File: config.mk
export PLATFORM = sky130hd
export DESIGN_NAME = cssel_top
export DESIGN_NICKNAME = d
export VERILOG_FILES = /design/src/rtl/cssel_pkg.sv /design/src/rtl/cssel_top.sv
export SDC_FILE = /design/constraint.sdc
export NUM_CORES = 1
export LEC_CHECK = 0
export ABC_AREA = 1
export CAP_MARGIN = 20
export CORE_MARGIN = 3
export CORE_UTILIZATION = 68
export CTS_CLUSTER_DIAMETER = 120
export DETAILED_ROUTE_END_ITERATION = 12
export DONT_BUFFER_PORTS = 1
export PLACE_DENSITY = 0.82
export SLEW_MARGIN = 15
export SYNTH_ARGS = -nofsm -noshare
export SYNTH_HDL_FRONTEND = slang
export SYNTH_SLANG_ARGS = --single-unit
export TNS_END_PERCENT = 30
File: constraint.sdc
create_clock -name CLK_I -period 8 [get_ports CLK_I]
set_input_delay 1.6 -clock CLK_I [delete_from_list [all_inputs] [get_ports CLK_I]]
set_output_delay 1.6 -clock CLK_I [all_outputs]
set_load 0.01 [all_outputs]
File: src/rtl/cssel_pkg.sv
/*
 * cssel_pkg: constants, types and register map of the clock source
 * selection and start-up sequencer.
 * assumes: included by the single design module cssel_top and by the bench.
 */
package cssel_pkg;

    // ----------------------------------------------------------------
    // fuse codes (1 = unprogrammed, 0 = programmed)
    // ----------------------------------------------------------------
    localparam logic [3:0] SEL_LF_FAST  = 4'h6;  // low-freq crystal, short wake
    localparam logic [3:0] SEL_LF_SLOW  = 4'h7;  // low-freq crystal, long wake
    localparam logic [3:0] SEL_RC       = 4'h2;  // calibrated rc oscillator
    localparam logic [3:0] SEL_EXT      = 4'h0;  // external clock input pin
    localparam logic [1:0] STARTUP_SHORT = 2'h0; // no watchdog delay
    localparam logic [1:0] STARTUP_MID   = 2'h1; // 4.1 ms watchdog delay
    localparam logic [1:0] STARTUP_LONG  = 2'h2; // 65 ms watchdog delay
    localparam logic       FUSE_PROG    = 1'b0;  // programmed fuse level

    // ----------------------------------------------------------------
    // cycle counts and prescaler codes
    // ----------------------------------------------------------------
    localparam logic [16:0] LF_RST_CYC   = 17'h00004; // 4 source cycles
    localparam logic [16:0] RC_RST_CYC   = 17'h0000e; // 14 source cycles
    localparam logic [16:0] LF_WAKE_CYC  = 17'h00400; // 1K source cycles
    localparam logic [16:0] RC_WAKE_CYC  = 17'h00006; // 6 source cycles
    localparam logic [16:0] WDT_MID_CYC  = 17'h01000; // 4,096 watchdog cycles
    localparam logic [3:0]  DIV8_CODE    = 4'h3;      // prescaler code for /8
    localparam logic [3:0]  DIV1_CODE    = 4'h0;      // prescaler code for /1

    // ----------------------------------------------------------------
    // register map (byte addresses) and reset values
    // ----------------------------------------------------------------
    localparam logic [7:0]  OFS_TRIM     = 8'h00;     // rc_trim_register, rw
    localparam logic [7:0]  OFS_CTRL     = 8'h04;     // bit0: enter power-down
    localparam logic [7:0]  OFS_STATUS   = 8'h08;     // read-only state
    localparam int          CTRL_SLEEP_B = 0;         // sleep request bit
    localparam logic [31:0] RD_ZERO      = 32'h00000000;

    // ----------------------------------------------------------------
    // types
    // ----------------------------------------------------------------
    typedef struct packed {
        logic [3:0] clock_source_select_fuses;
        logic [1:0] startup_time_fuses;
        logic       div8_default_fuse;
    } cssel_fuse_s;

    typedef enum logic [1:0] {
        SRC_LF  = 2'b00,
        SRC_RC  = 2'b01,
        SRC_EXT = 2'b10
    } cssel_src_e;

    typedef enum logic [2:0] {
        ST_IDLE  = 3'b000,
        ST_SRC   = 3'b001,
        ST_WDT   = 3'b010,
        ST_RUN   = 3'b011,
        ST_SLEEP = 3'b100,
        ST_WAKE  = 3'b101
    } cssel_state_e;

endpackage

File: src/rtl/cssel_top.sv
/*
 * cssel_top: fuse-driven clock source selection, reset and wake-up
 * start-up delays, rc trim register and default prescaler code.
 * assumes: CLK_I at 20 MHz; oscillator levels and fuses arrive from outside
 * the clock domain; apb master on the same clock.
 */
// The placing of the registers and the APB slave port are this design's own decisions.
// Notes on behaviour
// - fuse codes 0110/0111 select low-frequency crystal
// - lf crystal reset delay 4 cycles plus watchdog
// - lf crystal wake waits 1K or 32K
// - code 0010 selects internal rc oscillator
// - reset loads factory trim into trim register
// - software may rewrite trim register anytime
// - watchdog oscillator keeps ticking watchdog and timeout
// - rc wake 6 cycles, reset 14 plus watchdog
// - programmed div8 fuse presets divide by eight
// - shipped default is rc, long delay, div8
// - code 0000 takes external clock input pin
// - external clock wake 6, reset 14 plus watchdog
// - fuse bit 1 unprogrammed, 0 programmed
// - watchdog delays count 4096 or 65536 cycles
// - wake count uses selected source's own cycles
`timescale 1ns/1ps
`default_nettype none

module cssel_top
#(
    parameter logic [16:0] LF_WAKE_LONG_CYC = 17'h08000, // 32K source cycles
    parameter logic [16:0] WDT_LONG_CYC     = 17'h10000  // 65,536 watchdog cycles
)
(
    // clock, reset, enable
    input  wire logic                  CLK_I,
    input  wire logic                  SYS_RST_I,
    input  wire logic                  CE_I,
    // fuses and factory calibration
    input  wire cssel_pkg::cssel_fuse_s FUSE_I,
    input  wire logic [7:0]            FACTORY_TRIM_I,
    // oscillator levels and wake request
    input  wire logic                  LF_OSC_I,
    input  wire logic                  RC_OSC_I,
    input  wire logic                  CLOCK_INPUT_PIN_I,
    input  wire logic                  WDT_OSC_I,
    input  wire logic                  WAKE_I,
    // apb slave
    input  wire logic                  PSEL_I,
    input  wire logic                  PENABLE_I,
    input  wire logic                  PWRITE_I,
    input  wire logic [7:0]            PADDR_I,
    input  wire logic [31:0]           PWDATA_I,
    output logic [31:0]                PRDATA_O,
    output logic                       PREADY_O,
    output logic                       PSLVERR_O,
    // clock control results
    output cssel_pkg::cssel_src_e      SRC_SEL_O,
    output logic [3:0]                 DIV_INIT_O,
    output logic [7:0]                 TRIM_O,
    output logic                       WDT_TICK_O,
    output logic                       RUN_O
);
    import cssel_pkg::*;

    // ----------------------------------------------------------------
    // declarations
    // ----------------------------------------------------------------
    cssel_state_e state_q;             // sequencer state
    cssel_state_e state_d;             // next sequencer state
    cssel_src_e   src_q;               // selected source
    cssel_fuse_s  fz_s1_q;             // fuse synchroniser, first stage
    cssel_fuse_s  fz_q;                // fuses, synchronised
    logic [4:0]   osc_s1_q;            // level synchroniser, first stage
    logic [4:0]   osc_s2_q;            // level synchroniser, second stage
    logic [3:0]   osc_d_q;             // delayed lf, rc, ext and watchdog levels
    logic [16:0]  cnt_q;               // shared start-up counter
    logic [1:0]   sut_q;               // captured start-up code
    logic         fuse_err_q;          // reserved code seen at capture
    logic [3:0]   osc_rise;            // rising edges of the four levels, synced
    logic         src_tick;            // rising edge of selected source
    logic         wdt_tick;            // rising edge of watchdog osc
    logic         wake_lvl;            // wake request, synced
    logic         sleep_req;           // software asks for power-down
    logic         apb_acc;             // access phase completes this edge
    logic         apb_wr;              // write completes this edge
    logic         addr_ok;             // address is mapped
    logic [16:0]  rst_tgt;             // reset source-cycle target
    logic [16:0]  wake_tgt;            // wake source-cycle target
    logic [16:0]  wdt_tgt;             // watchdog cycle target

    // ----------------------------------------------------------------
    // helper functions
    // ----------------------------------------------------------------
    // source cycles counted after reset, per source
    function automatic logic [16:0] rst_cycles(input cssel_src_e s);
        rst_cycles = (s == SRC_LF) ? LF_RST_CYC : RC_RST_CYC;
    endfunction

    // source cycles counted on wake, per select code
    function automatic logic [16:0] wake_cycles(input logic [3:0] c);
        unique case (c)
            SEL_LF_FAST: wake_cycles = LF_WAKE_CYC;
            SEL_LF_SLOW: wake_cycles = LF_WAKE_LONG_CYC;
            default:     wake_cycles = RC_WAKE_CYC;
        endcase
    endfunction

    // watchdog cycles added after the source count; reserved acts as long
    function automatic logic [16:0] wdt_cycles(input logic [1:0] s);
        unique case (s)
            STARTUP_SHORT: wdt_cycles = 17'h00000;
            STARTUP_MID:   wdt_cycles = WDT_MID_CYC;
            default:   wdt_cycles = WDT_LONG_CYC;
        endcase
    endfunction

    assign rst_tgt  = rst_cycles(src_q);
    assign wake_tgt = wake_cycles(fz_q.clock_source_select_fuses);
    assign wdt_tgt  = wdt_cycles(sut_q);

    // ----------------------------------------------------------------
    // synchronisers and edge detection
    // ----------------------------------------------------------------
    // two flops for every outside level; a third for edges. no reset, so the
    // edge flops track their pins and no false edge follows reset release
    always_ff @(posedge CLK_I)
    begin
        if (CE_I)
        begin
            osc_s1_q <= {WAKE_I, WDT_OSC_I, CLOCK_INPUT_PIN_I, RC_OSC_I, LF_OSC_I};
            osc_s2_q <= osc_s1_q;
            osc_d_q  <= osc_s2_q[3:0];
        end
    end

    // fuses are quasi-static, still passed through two flops; they keep
    // sampling in reset so the capture after release sees settled fuses
    always_ff @(posedge CLK_I)
    begin
        if (CE_I)
        begin
            fz_s1_q <= FUSE_I;
            fz_q    <= fz_s1_q;
        end
    end

    // selected source edge; per-source history, so a source switch adds no edge
    always_comb
    begin
        unique case (src_q)
            SRC_LF:  src_tick = osc_rise[0];
            SRC_EXT: src_tick = osc_rise[2];
            default: src_tick = osc_rise[1];
        endcase
    end

    assign osc_rise = osc_s2_q[3:0] & ~osc_d_q;
    assign wdt_tick = osc_rise[3];
    assign wake_lvl = osc_s2_q[4];

    // ----------------------------------------------------------------
    // fuse capture: source, start-up code, prescaler preset
    // ----------------------------------------------------------------
    // captured in the idle cycle after reset release
    always_ff @(posedge CLK_I)
    begin
        if (SYS_RST_I)
        begin
            src_q      <= SRC_RC;
            sut_q      <= STARTUP_LONG;
            fuse_err_q <= 1'b0;
            DIV_INIT_O <= DIV8_CODE;
        end
        else if (CE_I && state_q == ST_IDLE)
        begin
            // fuse levels are compared with 0 = programmed
            unique case (fz_q.clock_source_select_fuses)
                SEL_LF_FAST, SEL_LF_SLOW: src_q <= SRC_LF;
                SEL_RC:                   src_q <= SRC_RC;
                SEL_EXT:                  src_q <= SRC_EXT;
                default:                  src_q <= SRC_RC;     // reserved code
            endcase
            sut_q      <= fz_q.startup_time_fuses;
            fuse_err_q <= !(fz_q.clock_source_select_fuses inside
                            {SEL_LF_FAST, SEL_LF_SLOW, SEL_RC, SEL_EXT})
                          || (fz_q.startup_time_fuses == 2'h3);
            DIV_INIT_O <= (fz_q.div8_default_fuse == FUSE_PROG) ? DIV8_CODE
                                                                : DIV1_CODE;
        end
    end

    assign SRC_SEL_O = src_q;

    // ----------------------------------------------------------------
    // start-up sequencer
    // ----------------------------------------------------------------
    // next state: src, wdt and wake phases end on the counter reaching its target on a tick; run and sleep leave on sleep and wake requests
    always_comb
    begin
        state_d = state_q;
        unique case (state_q)
            ST_IDLE:  state_d = ST_SRC;
            ST_SRC:   if (src_tick && cnt_q == rst_tgt - 17'h1)
                          state_d = (wdt_tgt == 17'h0) ? ST_RUN : ST_WDT;
            ST_WDT:   if (wdt_tick && cnt_q == wdt_tgt - 17'h1)
                          state_d = ST_RUN;
            ST_RUN:   if (sleep_req)
                          state_d = ST_SLEEP;
            ST_SLEEP: if (wake_lvl)
                          state_d = ST_WAKE;
            ST_WAKE:  if (src_tick && cnt_q == wake_tgt - 17'h1)
                          state_d = ST_RUN;
            default:  state_d = ST_IDLE;                       // illegal code
        endcase
    end

    // state and run flag; run set when the next state is ST_RUN, after the last count of the phase
    always_ff @(posedge CLK_I)
    begin
        if (SYS_RST_I)
        begin
            state_q <= ST_IDLE;
            RUN_O   <= 1'b0;
        end
        else if (CE_I)
        begin
            state_q <= state_d;
            RUN_O   <= (state_d == ST_RUN);
        end
    end

    // shared counter: source cycles, then watchdog cycles
    always_ff @(posedge CLK_I)
    begin
        if (SYS_RST_I)
            cnt_q <= 17'h0;
        else if (CE_I)
        begin
            if (state_d != state_q)
                cnt_q <= 17'h0;                                // restart per phase
            else if ((state_q == ST_SRC || state_q == ST_WAKE) && src_tick)
                cnt_q <= cnt_q + 17'h1;
            else if (state_q == ST_WDT && wdt_tick)
                cnt_q <= cnt_q + 17'h1;
        end
    end

    // watchdog tick out runs regardless of the selected source
    always_ff @(posedge CLK_I)
    begin
        if (SYS_RST_I)
            WDT_TICK_O <= 1'b0;
        else if (CE_I)
            WDT_TICK_O <= wdt_tick;
    end

    // ----------------------------------------------------------------
    // apb slave
    // ----------------------------------------------------------------
    assign apb_acc   = PSEL_I && PENABLE_I && PREADY_O;
    assign apb_wr    = apb_acc && PWRITE_I;
    assign addr_ok   = (PADDR_I == OFS_TRIM) || (PADDR_I == OFS_CTRL)
                       || (PADDR_I == OFS_STATUS);
    assign sleep_req = apb_wr && (PADDR_I == OFS_CTRL) && PWDATA_I[CTRL_SLEEP_B];

    // one wait state: ready rises one cycle into the access phase
    always_ff @(posedge CLK_I)
    begin
        if (SYS_RST_I)
        begin
            PREADY_O  <= 1'b0;
            PSLVERR_O <= 1'b0;
            PRDATA_O  <= RD_ZERO;
        end
        else if (CE_I)
        begin
            PREADY_O  <= PSEL_I && PENABLE_I && !PREADY_O;
            PSLVERR_O <= PSEL_I && PENABLE_I && !PREADY_O && !addr_ok;
            PRDATA_O  <= RD_ZERO;
            if (PSEL_I && PENABLE_I && !PREADY_O && !PWRITE_I)
            begin
                unique case (PADDR_I)
                    OFS_TRIM:   PRDATA_O <= {24'h000000, TRIM_O};
                    OFS_STATUS: PRDATA_O <= {21'h000000, state_q, 1'b0,
                                             fuse_err_q, DIV_INIT_O == DIV8_CODE,
                                             sut_q, src_q, RUN_O};
                    default:    PRDATA_O <= RD_ZERO;           // ctrl, unmapped
                endcase
            end
        end
    end

    // trim register: factory value at reset, software after
    always_ff @(posedge CLK_I)
    begin
        if (SYS_RST_I)
            TRIM_O <= FACTORY_TRIM_I;
        else if (CE_I && apb_wr && PADDR_I == OFS_TRIM)
            TRIM_O <= PWDATA_I[7:0];
    end
endmodule // cssel_top

`default_nettype wire

Word-level counts from Yosys, hierarchy flattened
Index checks and enable logic that the tools add are counted.
- bits in registers: 101
- input bits: 66
- output and inout port bits: 50
- logic and storage cells: 101
- add/subtract/negate cells: 4
- equality and inequality tests: 19
- multiplexer cells: 20
- bitwise operators: 2
- reduce and logical (&&, ||, !) cells: 35
- operators by type and width (kind ; number):
    17-bit equality test ; 3
    17-bit two-way mux ; 3
    17-bit case mux with 2 select lines ; 1
    17-bit by 1-bit subtractor with 17-bit output (second input constant) ; 2
    16-bit case mux with 2 select lines ; 1
    11-bit case mux with 2 select lines ; 1
    3-bit case mux with 6 select lines ; 1
    17-bit by 1-bit adder with 17-bit output (second input constant) ; 1
    17-bit logical NOT ; 1
    1-bit logical AND ; 16
    8-bit two-way mux ; 2
    3-bit two-way mux ; 5
    11-bit two-way mux ; 1
    3-bit by 2-bit equality test with 1-bit output (second input constant) ; 3
    4-bit by 2-bit equality test with 1-bit output (second input constant) ; 2
    4-bit by 3-bit equality test with 1-bit output (second input constant) ; 2
    8-bit by 3-bit equality test with 1-bit output (second input constant) ; 1
    8-bit by 4-bit equality test with 1-bit output (second input constant) ; 1
    8-bit logical NOT ; 1
    3-bit equality test (second input constant) ; 2
    4-bit by 1-bit subtractor with 5-bit output (second input constant) ; 1
    4-bit bitwise AND ; 1
    2-bit equality test (second input constant) ; 2
    1-bit logical NOT ; 4
    18 further kinds ; 22

Longest topological paths before layout
Gate-level depths: netlist of the first run.
- depth after elaboration: 10
- depth in mapped cells: 16
- mapped depth without buffers: 16

Least setup slack after synthesis of the first run
OpenSTA, ideal clock, no wires.
- path kind: input -> register
- start: in PADDR_I[7]
- end: reg TRIM_O[0] (enable)
- setup time: 0.398 ns
- arrival time: 3.395 ns
- required time: 7.602 ns
- slack: 4.207 ns
- cell stages on the path: 6
- path buffers: 0
- cells stage by stage: nor2_1 nand2_1 or2_2 nor3_2 inv_1 o41ai_1
- cells in the longest elaborated chain, start to end: 3
- RTL lines (what ; line ; RTL):
    start: declaration ; cssel_top.sv:50 ; input wire logic [7:0] PADDR_I,
    8-bit logical NOT ; cssel_top.sv:297 ; else if (CE_I && apb_wr && PADDR_I == OFS_TRIM)
    1-bit logical AND ; cssel_top.sv:297 ;
    2-bit nonzero test (no source line) ; -- ;
    end signal: assignment ; cssel_top.sv:298 ; TRIM_O <= PWDATA_I[7:0];
    end: declaration ; cssel_top.sv:58 ; output logic [7:0] TRIM_O,
No other way between the ends.
A chain may end at the register's enable or synchronous reset.

Worst setup path after layout of the first run
- start: in PADDR_I[7]
- end: reg TRIM_O[6] (enable)
Same word-level chain as after synthesis.

==> impl_results.md, run 1 <==
* Slowest CP cell: o41ai_2
* Comb pwr share at 0.070
* Antenna Violating Nets Remaining at 0
* #FFs+latches synth at just under 80
* Placed cells at 555
* Via density at between 5 and 6
* Max-cap violations at 0
* Asr flop ratio synth at 0
* Syn-to-layout area delta at 2.53%
* Hold bufs inserted after CTS at 0
* Core outline area at roughly 5600 sq um
* Most frequent cells in the layout: 116 x nand2_1, 48 x inv_1, 47 x nor2_1
* Root Driver: clkbuf_8
* Max Fclk at 284 MHz
* Post-synth cell types at 36
* DRC at 0
* Reg power frac at 0.573
* Final Hold Vio Count at 0
* Final max-slew violation count at 0
* Placed Area at between 3000 and 4000 sq um
* Post-layout instance area at 4160 sq um
* CTS tree: done
* CP Cell Sequence: nor2_1 -> nand2_1 -> or2_2 -> nor3_2 -> inv_1 -> o41ai_2
* Fin crit share at 0.440
* VDD IR max at 0.000207 V
* CP required at approximately 8 ns
* H-tree depth at 3
* Cell count of the worst reg-to-reg path at 8
* CP Class: input pin to flop
* Layout cell share with drive strength beyond 1 at 0.114
* Rel. slew slack at 0.319
* Overall Power at 784 uW
* Top cell type's share of synthesized area at 0.266
* HP Class: flop to flop
* Post-CTS setup buffer count at 0
* Initial antenna violation count at 0
* Worst Tran Pin Value at 1.01 ns
* Clock share of power at 0.357
* Clk_skew at 0.00408 ns
* Worst EP arrival at 3.50 ns
* First-pass GRT wire length at 13600 microns
* Initial DRC count at between 200 and 250
* Switching Power at 216 uW
* Worst setup slack after layout at 4.48 ns
* PD cells at 188 nW/um^2
* DIE HEIGHT at 83.2 microns
* Post-synthesis cell area at 4060 sq um
* Post-synth top area cell: edfxtp_1
* Initial core utilization at 0.719
* Post-DP HPWL at approximately 5800 microns
* Antenna Cells at 0
* CTS Buffer Depth at 2
* Top-Level Pins at 116
* Sequential element share of the synthesized area at 0.469
* Cells after Synth at 500
* Clk sinks at 77
* Pint at 568 uW
* DP Worst Slack at 4.13 ns
* Nets at 561
* Startpoint Class: input pin
* Via count of the first global-routing pass at 3011
* Syn_area_per_cell at ~8.1 sq um
* Worst-path clk slew at about 0.090 ns
* Die Wd at 83.2 microns
* DR vias at 3247
* Router iterations before antenna repair at 4
* Die area at 6930 sq um
* Switching share of power at 0.276
* Static Leak at 0.00175 uW
* Area contributors post-synth: edfxtp_1 27%, dfxtp_1 20%, nand2_1 11%
* DR WL/cell at around 15 microns
* Fillers at 432
* Largest fanout on the critical path at 9
* Routed wire length at 8280 microns
* Final std cells w/o fill at 571
* End of the critical path: TRIM_O[6]
* CP startpoint: PADDR_I[7]
* CP peak stage delay at slightly above 0.8 ns
* RSZ-0062 raised after global routing: false
* Total track usage at 0.241
* EDFF count, synth at 36
* Reg2reg setup slack at 5.31 ns
* Clk_lat worst skew at 0.35 ns
* Post-CTS Resized at 0
* CP endpoint kind: flop
* Worst flop-to-flop path endpoint: cnt_q[0]
* FP Rows at 27
* Largest net degree at the start of global routing at 52
* Port Buffers at 0
* YS warnings at 0
* Grt total ovfl at 0
* Min cycle time layout at 3.52 ns
* Setup violators final at 0
* Reg2Reg Launch Point: SRC_SEL_O[0]
* Commonest non-fill, non-tap cell in the layout: nand2_1
* Status: finished clean
* Main synth FF type: dfxtp_1
* RePlAce Congestion at 0.917
* CTS Buf Count at 9
* Final setup TNS at 0 ns
[synthesized netlist by cell type (all sizes together) (2+ instances only)]
cell	instances
nand2	122
inv	56
nor2	54
nand3	51
dfxtp	41
edfxtp	36
a21oi	31
buf	30
nand4	23
xor2	14
clkbuf	9
nor3	8
o21ai	8
o211ai	6
a31oi	2
o31ai	2
[worst min-delay path by stage]
stage                start     endpoint  slack, ns  cells after the start
4_1_cts         fz_s1_q[6]      fz_q[6]       0.42                      0
5_1_grt         fz_s1_q[6]      fz_q[6]       0.43                      0
6_report        fz_s1_q[6]      fz_q[6]       0.42                      0
3_5_place_dp    fz_s1_q[4]      fz_q[4]       0.40                      0
3_3_place_gp   osc_s1_q[4]  osc_s2_q[4]       0.40                      0
2_1_floorplan   fz_s1_q[0]      fz_q[0]       0.40                      0
[power by group through the flow]
stage          sequential [uW]  clock (uW)  combinational [uW]
3_3_place_gp               457           0                52.5
5_1_grt                    452         299                61.8
6_report                   449         280                54.9
3_5_place_dp               458           0                53.9
2_1_floorplan              453           0                61.2
4_1_cts                    449         283                54.2
[cells by family after synthesis]
group | count (synthesis) | share of synthesized area
AO/OA/AOI/OAI | 50 | 0.0755
XOR/XNOR | 15 | 0.0324
adder cells (fa/ha/maj) | 1 | 0.00308
buffers and inverters | 95 | 0.118
flip-flops | 77 | 0.469
other | 1 | 0.000924
AND/OR/NAND/NOR | 261 | 0.301
[per-layer routing]
metal,track usage,vias up,wire [microns],part of all wire
li1,-,1595,-,-
met1,0.301,1492,3640,0.44
met2,0.387,140,3790,0.46
met3,0.0655,20,650,0.078
met4,0.111,0,201,0.024
met5,0,-,0,0
[worst max-delay path: cells and delay by family]
family / cells / cell delay (ns)
and+or+nand+nor: 4 / 0.91
AOI/OAI and AO/OA: 1 / 0.83
buffers and inverters: 1 / 0.15
[registers in the layout (all words and copies together) (netlist names), 3 cells and up]
| name | count |
|---|---|
| PRDATA_O | 11 |
| TRIM_O | 8 |
| cnt_q | 17 |
| fz_q | 7 |
| fz_s1_q | 7 |
| osc_d_q | 4 |
| osc_s1_q | 5 |
| osc_s2_q | 5 |
| state_q | 3 |
[metrics by stage]
stage                      util  hold slack (ns)
after floorplan               -            0.400
after global placement    0.703            0.401
after detailed placement  0.703            0.405
after CTS                 0.737            0.425
after global routing      0.737            0.435
final                     0.737            0.424
[layout make-up]
class                           instances  area [sq um]  share of cell area
Inverter                               56           210              0.0505
Multi-Input combinational cell        350          1770               0.425
Clock inverter                          7          67.6              0.0162
Tap cell                               72          90.1              0.0217
Sequential cell                        77          1900               0.457
Clock buffer                            9           124              0.0298
Note: power is estimated with default switching activity, not from simulation.
==> run 2, diff against run 1 <==
Settings changed: CORE_UTILIZATION 68 to 63, PLACE_DENSITY 0.82 to 0.77.
Clock period 8 ns to 3.3 ns, I/O delays scaled along.
==> run 2 against run 1 <==
  * Critical path depth increased by 10
  * Combinational power increased by 150%
  * Cell count increased by 1.2%
  * Total power increased by 150%
  * Register-to-register slack got worse by 4.3 ns
  * Clock skew increased by 0.0034 ns
  * Clock power increased to 2.6 times the previous value
  * Highest routed layer unchanged
==> impl_results.md, run 2 (same netlist as run 1, synthesis figures left out) <==
* Status: finished clean
* Reg power frac at 0.559
* VDD IR max at 0.000507 V
* Switching Power at about 500 uW
* Clk_lat worst skew at approximately 0.36 ns
* Routed wire length at approximately 8300 microns
* Largest fanout on the critical path at 18
* DR WL/cell at 14.4 microns
* RSZ-0062 raised after global routing: false
* Rel. slew slack at 0.574
* Syn-to-layout area delta at 3.67%
* Commonest non-fill, non-tap cell in the layout: nand2_1
* Via count of the first global-routing pass at 2837
* HP Class: input pin to flop
* Cell repeated most along the worst path: nand2_1
* DR vias at 3203
* Setup violators final at 0
* Post-CTS Resized at 0
* Die area at 7440 sq um
* CP endpoint kind: flop
* Antenna Violating Nets Remaining at 0
* Overall Power at 1950 uW
* Layout cell share with drive strength beyond 1 at 0.121
* CP top delay family: simple AND/OR/NAND/NOR gates
* Final setup TNS at 0 ns
* Initial core utilization at 0.669
* Final Hold Vio Count at 0
* Core outline area at 6060 sq um
* First-pass GRT wire length at around 13000 microns
* Most frequent cells in the layout: 116 x nand2_1, 48 x inv_1, 47 x nor2_1
* Switching share of power at 0.259
* Top-Level Pins at between 100 and 150
* Total track usage at 0.230
* Max-cap violations at 0
* Slowest CP cell: dfxtp_1
* Max Fclk at 438 MHz
* Largest net degree at the start of global routing at 52
* Pint at 1440 uW
* Initial antenna violation count at 0
* Static Leak at around 0.0018 uW
* CTS tree: done
* Hold bufs inserted after CTS at 0
* Comb pwr share at 0.070
* Router iterations before antenna repair at 5
* Min cycle time layout at 2.28 ns
* Clock share of power at 0.371
* Post-DP HPWL at 5900 microns
* Worst Hold Slack at 0.360 ns
* DRC at 0
* DIE HEIGHT at 86.3 microns
* Post-CTS setup buffer count at 0
* CP required at 3.54 ns
* Placed cells at 563
* Worst Tran Pin Value at 0.638 ns
* Grt total ovfl at 0
* Root Driver: clkbuf_8
* Final max-slew violation count at 0
* CP peak stage delay at between 0.4 and 0.5 ns
* Worst-path clk slew at ~0.080 ns
* Worst EP arrival at approximately 2.5 ns
* H-tree depth at 3
* Top Registers: cnt_q x17, PRDATA_O x11, TRIM_O x8
* Clk sinks at 77
* Nets at 566
* Startpoint Class: flop
* CP bufs+invs at 0
* Via density at about 5.5
* Max reg flops at 17
* FP Rows at 28
* CTS Buf Count at 9
* Fin crit share at 0.692
* PD cells at 463 nW/um^2
* Final std cells w/o fill at 578
* Port Buffers at 0
* Clk_skew at ~0.0075 ns
* CTS Buffer Depth at 2
* CP Cell Sequence: ha_1 -> nand3_2 -> nor2_4 -> nand2_2 -> nor2_2 -> nand2_1 -> nor2_2 -> nor2_2 -> nand2_4 -> nand2_1 -> nand2_1 -> nand2_2 -> nand2_4 -> nand2_1 -> nor2_1 -> nor2_1
* Antenna Cells at 0
* RePlAce Congestion at 0.925
* Die Wd at around 86 microns
* Initial DRC count at between 200 and 250
* Biggest register: cnt_q
* CP Class: flop to flop
==> run 2: cell count changes in the layout (fill, tap and decap cells not counted), sizes merged <==
cell / before / now
buf: 0 / 5
bufinv: 0 / 1
clkinv: 4 / 3
inv: 59 / 58
==> run 2: power by group through the flow <==
stage / clock [uW] / combinational [uW] / sequential, uW
6_report: 722 / 137 / 1090
2_1_floorplan: 0 / 148 / 1100
3_5_place_dp: 0 / 135 / 1110
3_3_place_gp: 0 / 131 / 1110
5_1_grt: 776 / 157 / 1090
4_1_cts: 732 / 136 / 1090
==> run 2: path summary, 6_finish.rpt <==
check	startpoint	endpoint	slack (ns)	cells after the start
max	cnt_q[1]	cnt_q[1]	1.02	16
min	SYS_RST_I	fuse_err_q	0.36	1
max reg2reg	cnt_q[1]	cnt_q[1]	1.02	16
min reg2reg	fz_s1_q[4]	fz_q[4]	0.42	0
==> run 2: cell type report <==
| class | count | area [sq um] |
|---|---|---|
| Clock inverter | 6 | 72.6 |
| Fill cell | 492 | 1850 |
| Inverter | 56 | 210 |
| Sequential cell | 77 | 1900 |
| Timing Repair Buffer | 5 | 37.5 |
| Multi-Input combinational cell | 350 | 1770 |
| Clock buffer | 9 | 124 |
| Tap cell | 75 | 93.8 |
==> run 2: layer usage <==
metal	up-vias	routed length (microns)	track usage
met4	0	156	0.0722
met3	15	646	0.0779
met2	110	3860	0.366
met5	-	0	0
met1	1470	3650	0.298
li1	1608	-	-
==> run 2: per-stage QoR <==
step | setup slack [ns] | util | cell area [sq um]
after floorplan | 0.447 | - | 4140
after global placement | 1.01 | 0.662 | 4010
after detailed placement | 0.949 | 0.662 | 4010
after CTS | 1.02 | 0.694 | 4210
after global routing | 0.791 | 0.694 | 4210
final | 1.02 | 0.694 | 4210
==> run 3, diff against run 2 <==
Settings changed: CORE_UTILIZATION 63 to 57, PLACE_DENSITY 0.77 to 0.73.
Clock period 3.3 ns to 2 ns, I/O delays scaled along.
==> run 3 against run 2 <==
  * Clock power grew 62%
  * Core utilization is 1.3 points lower
  * Wire length rose by 15%
  * Via count up 7.6%
  * Global-route usage fell by 0.95 points
  * Die area up 9.8%
  * Sequential power is 64% higher
  * Critical path type unchanged
  * Critical endpoint is now cnt_q[9]
  * Largest power group unchanged
  * Highest routed layer unchanged
==> impl_results.md, run 3 (same netlist as run 1, synthesis figures left out) <==
* Startpoint Class: flop
* First-pass GRT wire length at 14600 microns
* CP endpoint kind: flop
* Setup violators final at 0
* PD cells at 706 nW/um^2
* Initial core utilization at 0.594
* Hold bufs inserted after CTS at 0
* Sequential cell area at approximately 1900 sq um
* CP required at 2.30 ns
* Overall Power at 3280 uW
* Final max-slew violation count at 0
* Nets at roughly 600
* DRC at 0
* DR WL/cell at 15.1 microns
* Layout Utilization at 0.681
* Antenna Cells at 0
* Final setup TNS at 0 ns
* Top Registers: cnt_q x17, PRDATA_O x11, TRIM_O x8
* Worst Hold Slack at about 0.096 ns
* Clk sinks at 77
* RSZ-0062 raised after global routing: true
* Core outline area at 6830 sq um
* Post-DP HPWL at 6390 microns
* DP Worst Slack at -0.0114 ns
* CTS Buffer Depth at 2
* CTS tree: done
* Biggest register: cnt_q
* Max reg flops at 17
* CP Class: flop to flop
* Root Driver: clkbuf_8
* H-tree depth at 3
* Die Wd at 90.4 microns
* Total track usage at 0.221
* Static Leak at approximately 0.002 uW
* HP Class: input pin to flop
* Fillers at roughly 560
* Status: finished clean
* CTS Buf Count at 9
* Port Buffers at 0
* Top-Level Pins at 116
* DIE HEIGHT at approximately 90 microns
* Initial antenna violation count at 0
* Syn-to-layout area delta at 14.7%
* Via density at 5.46
* Router iterations before antenna repair at 5
* Via count of the first global-routing pass at roughly 3.1k
* FP Rows at 30
* Worst EP arrival at 2.26 ns
* Routed wire length at 9530 microns
* DR vias at 3447
* Min cycle time layout at 1.96 ns
* Largest fanout on the critical path at 4
* Layout cell share with drive strength beyond 1 at 0.226
* Clk_skew at 0.0110 ns
* Most frequent cells in the layout: 113 x nand2_1, 47 x inv_1, 41 x nand3_1
* VDD IR max at 0.000575 V
* RePlAce Congestion at 0.933
* Fin crit share at 0.981
* Largest net degree at the start of global routing at 52
* Clk_lat worst skew at 0.36 ns
* Die area at 8170 sq um
* Max-cap violations at 0
* Worst-path clk slew at about 0.090 ns
* Initial DRC count at 284
* Commonest non-fill, non-tap cell in the layout: nand2_1
* Grt total ovfl at 0
* Max Fclk at 510 MHz
* Final Hold Vio Count at 0
* Area taken by multi-input logic gates at approximately 1900 sq um
* Worst setup slack after layout at 0.0375 ns
* Antenna Violating Nets Remaining at 0
==> run 3: cell count changes in the layout (fill, tap and decap cells not counted), sizes merged <==
| cell | previous run | this run |
|---|---|---|
| buf | 5 | 33 |
| bufinv | 1 | 0 |
| clkinv | 3 | 2 |
| clkinvlp | 0 | 1 |
| inv | 58 | 60 |
| nand2 | 122 | 125 |
==> run 3: final timing paths <==
| kind | from | endpoint | slack [ns] | cells after the start |
|---|---|---|---|---|
| setup / recovery | cnt_q[0] | cnt_q[9] | 0.04 | 15 |
| hold / removal | SYS_RST_I | fuse_err_q | 0.1 | 1 |
| setup reg to reg | cnt_q[0] | cnt_q[9] | 0.04 | 15 |
| hold reg to reg | osc_s1_q[3] | osc_s2_q[3] | 0.42 | 0 |
==> run 3: stage by stage <==
step / instance area (sq um) / cells
6_report: 4650 / 631
5_1_grt: 4650 / 631
4_1_cts: 4500 / 627
3_5_place_dp: 4290 / 611
3_3_place_gp: 4290 / 611
2_1_floorplan: 4190 / 522
==> run 3: layer usage <==
metal	wire length, microns	share of wire	global-route usage
met1	3990	0.42	0.277
met2	4630	0.49	0.367
met3	710	0.075	0.0525
met4	196	0.021	0.0880
met5	0	0	0
==> run 3: area by class of cell <==
class / count / share of cell area
multi-input cells: 353 / 0.418
repair buffers: 33 / 0.0567
inverters: 56 / 0.0452
clock inverters: 7 / 0.0161
well taps: 96 / 0.0258
clock buffers: 9 / 0.0266
flip-flops and latches: 77 / 0.411
==> run 3: worst max-delay path, cell delays in order (launching register included) <==
cell	delay [ns]
dfxtp_2	0.37
ha_4	0.16
nand3_4	0.09
nor2_4	0.15
nand2_2	0.07
nor2_2	0.08
nand2_1	0.07
nor2_2	0.12
nor2_4	0.06
nand2_4	0.06
nand2_1	0.06
nand2_2	0.11
nand2_8	0.11
nand2_4	0.13
nand3_2	0.09
a21oi_2	0.15
==> run 3: power breakdown <==
| group | internal [uW] | switching [uW] | leakage, uW |
|---|---|---|---|
| registers | 1730 | 57.4 | 0.000689 |
| logic | 112 | 209 | 0.00118 |
| clock network | 489 | 683 | 0.0000968 |
| total | 2340 | 949 | 0.00197 |
==> run 3: what timing repair did <==
item                       CTS  global route
cloned                       0             3
pin swaps                    0             6
setup endpoints to repair    4            17
setup buffers                0             1
gates resized for setup      1            33
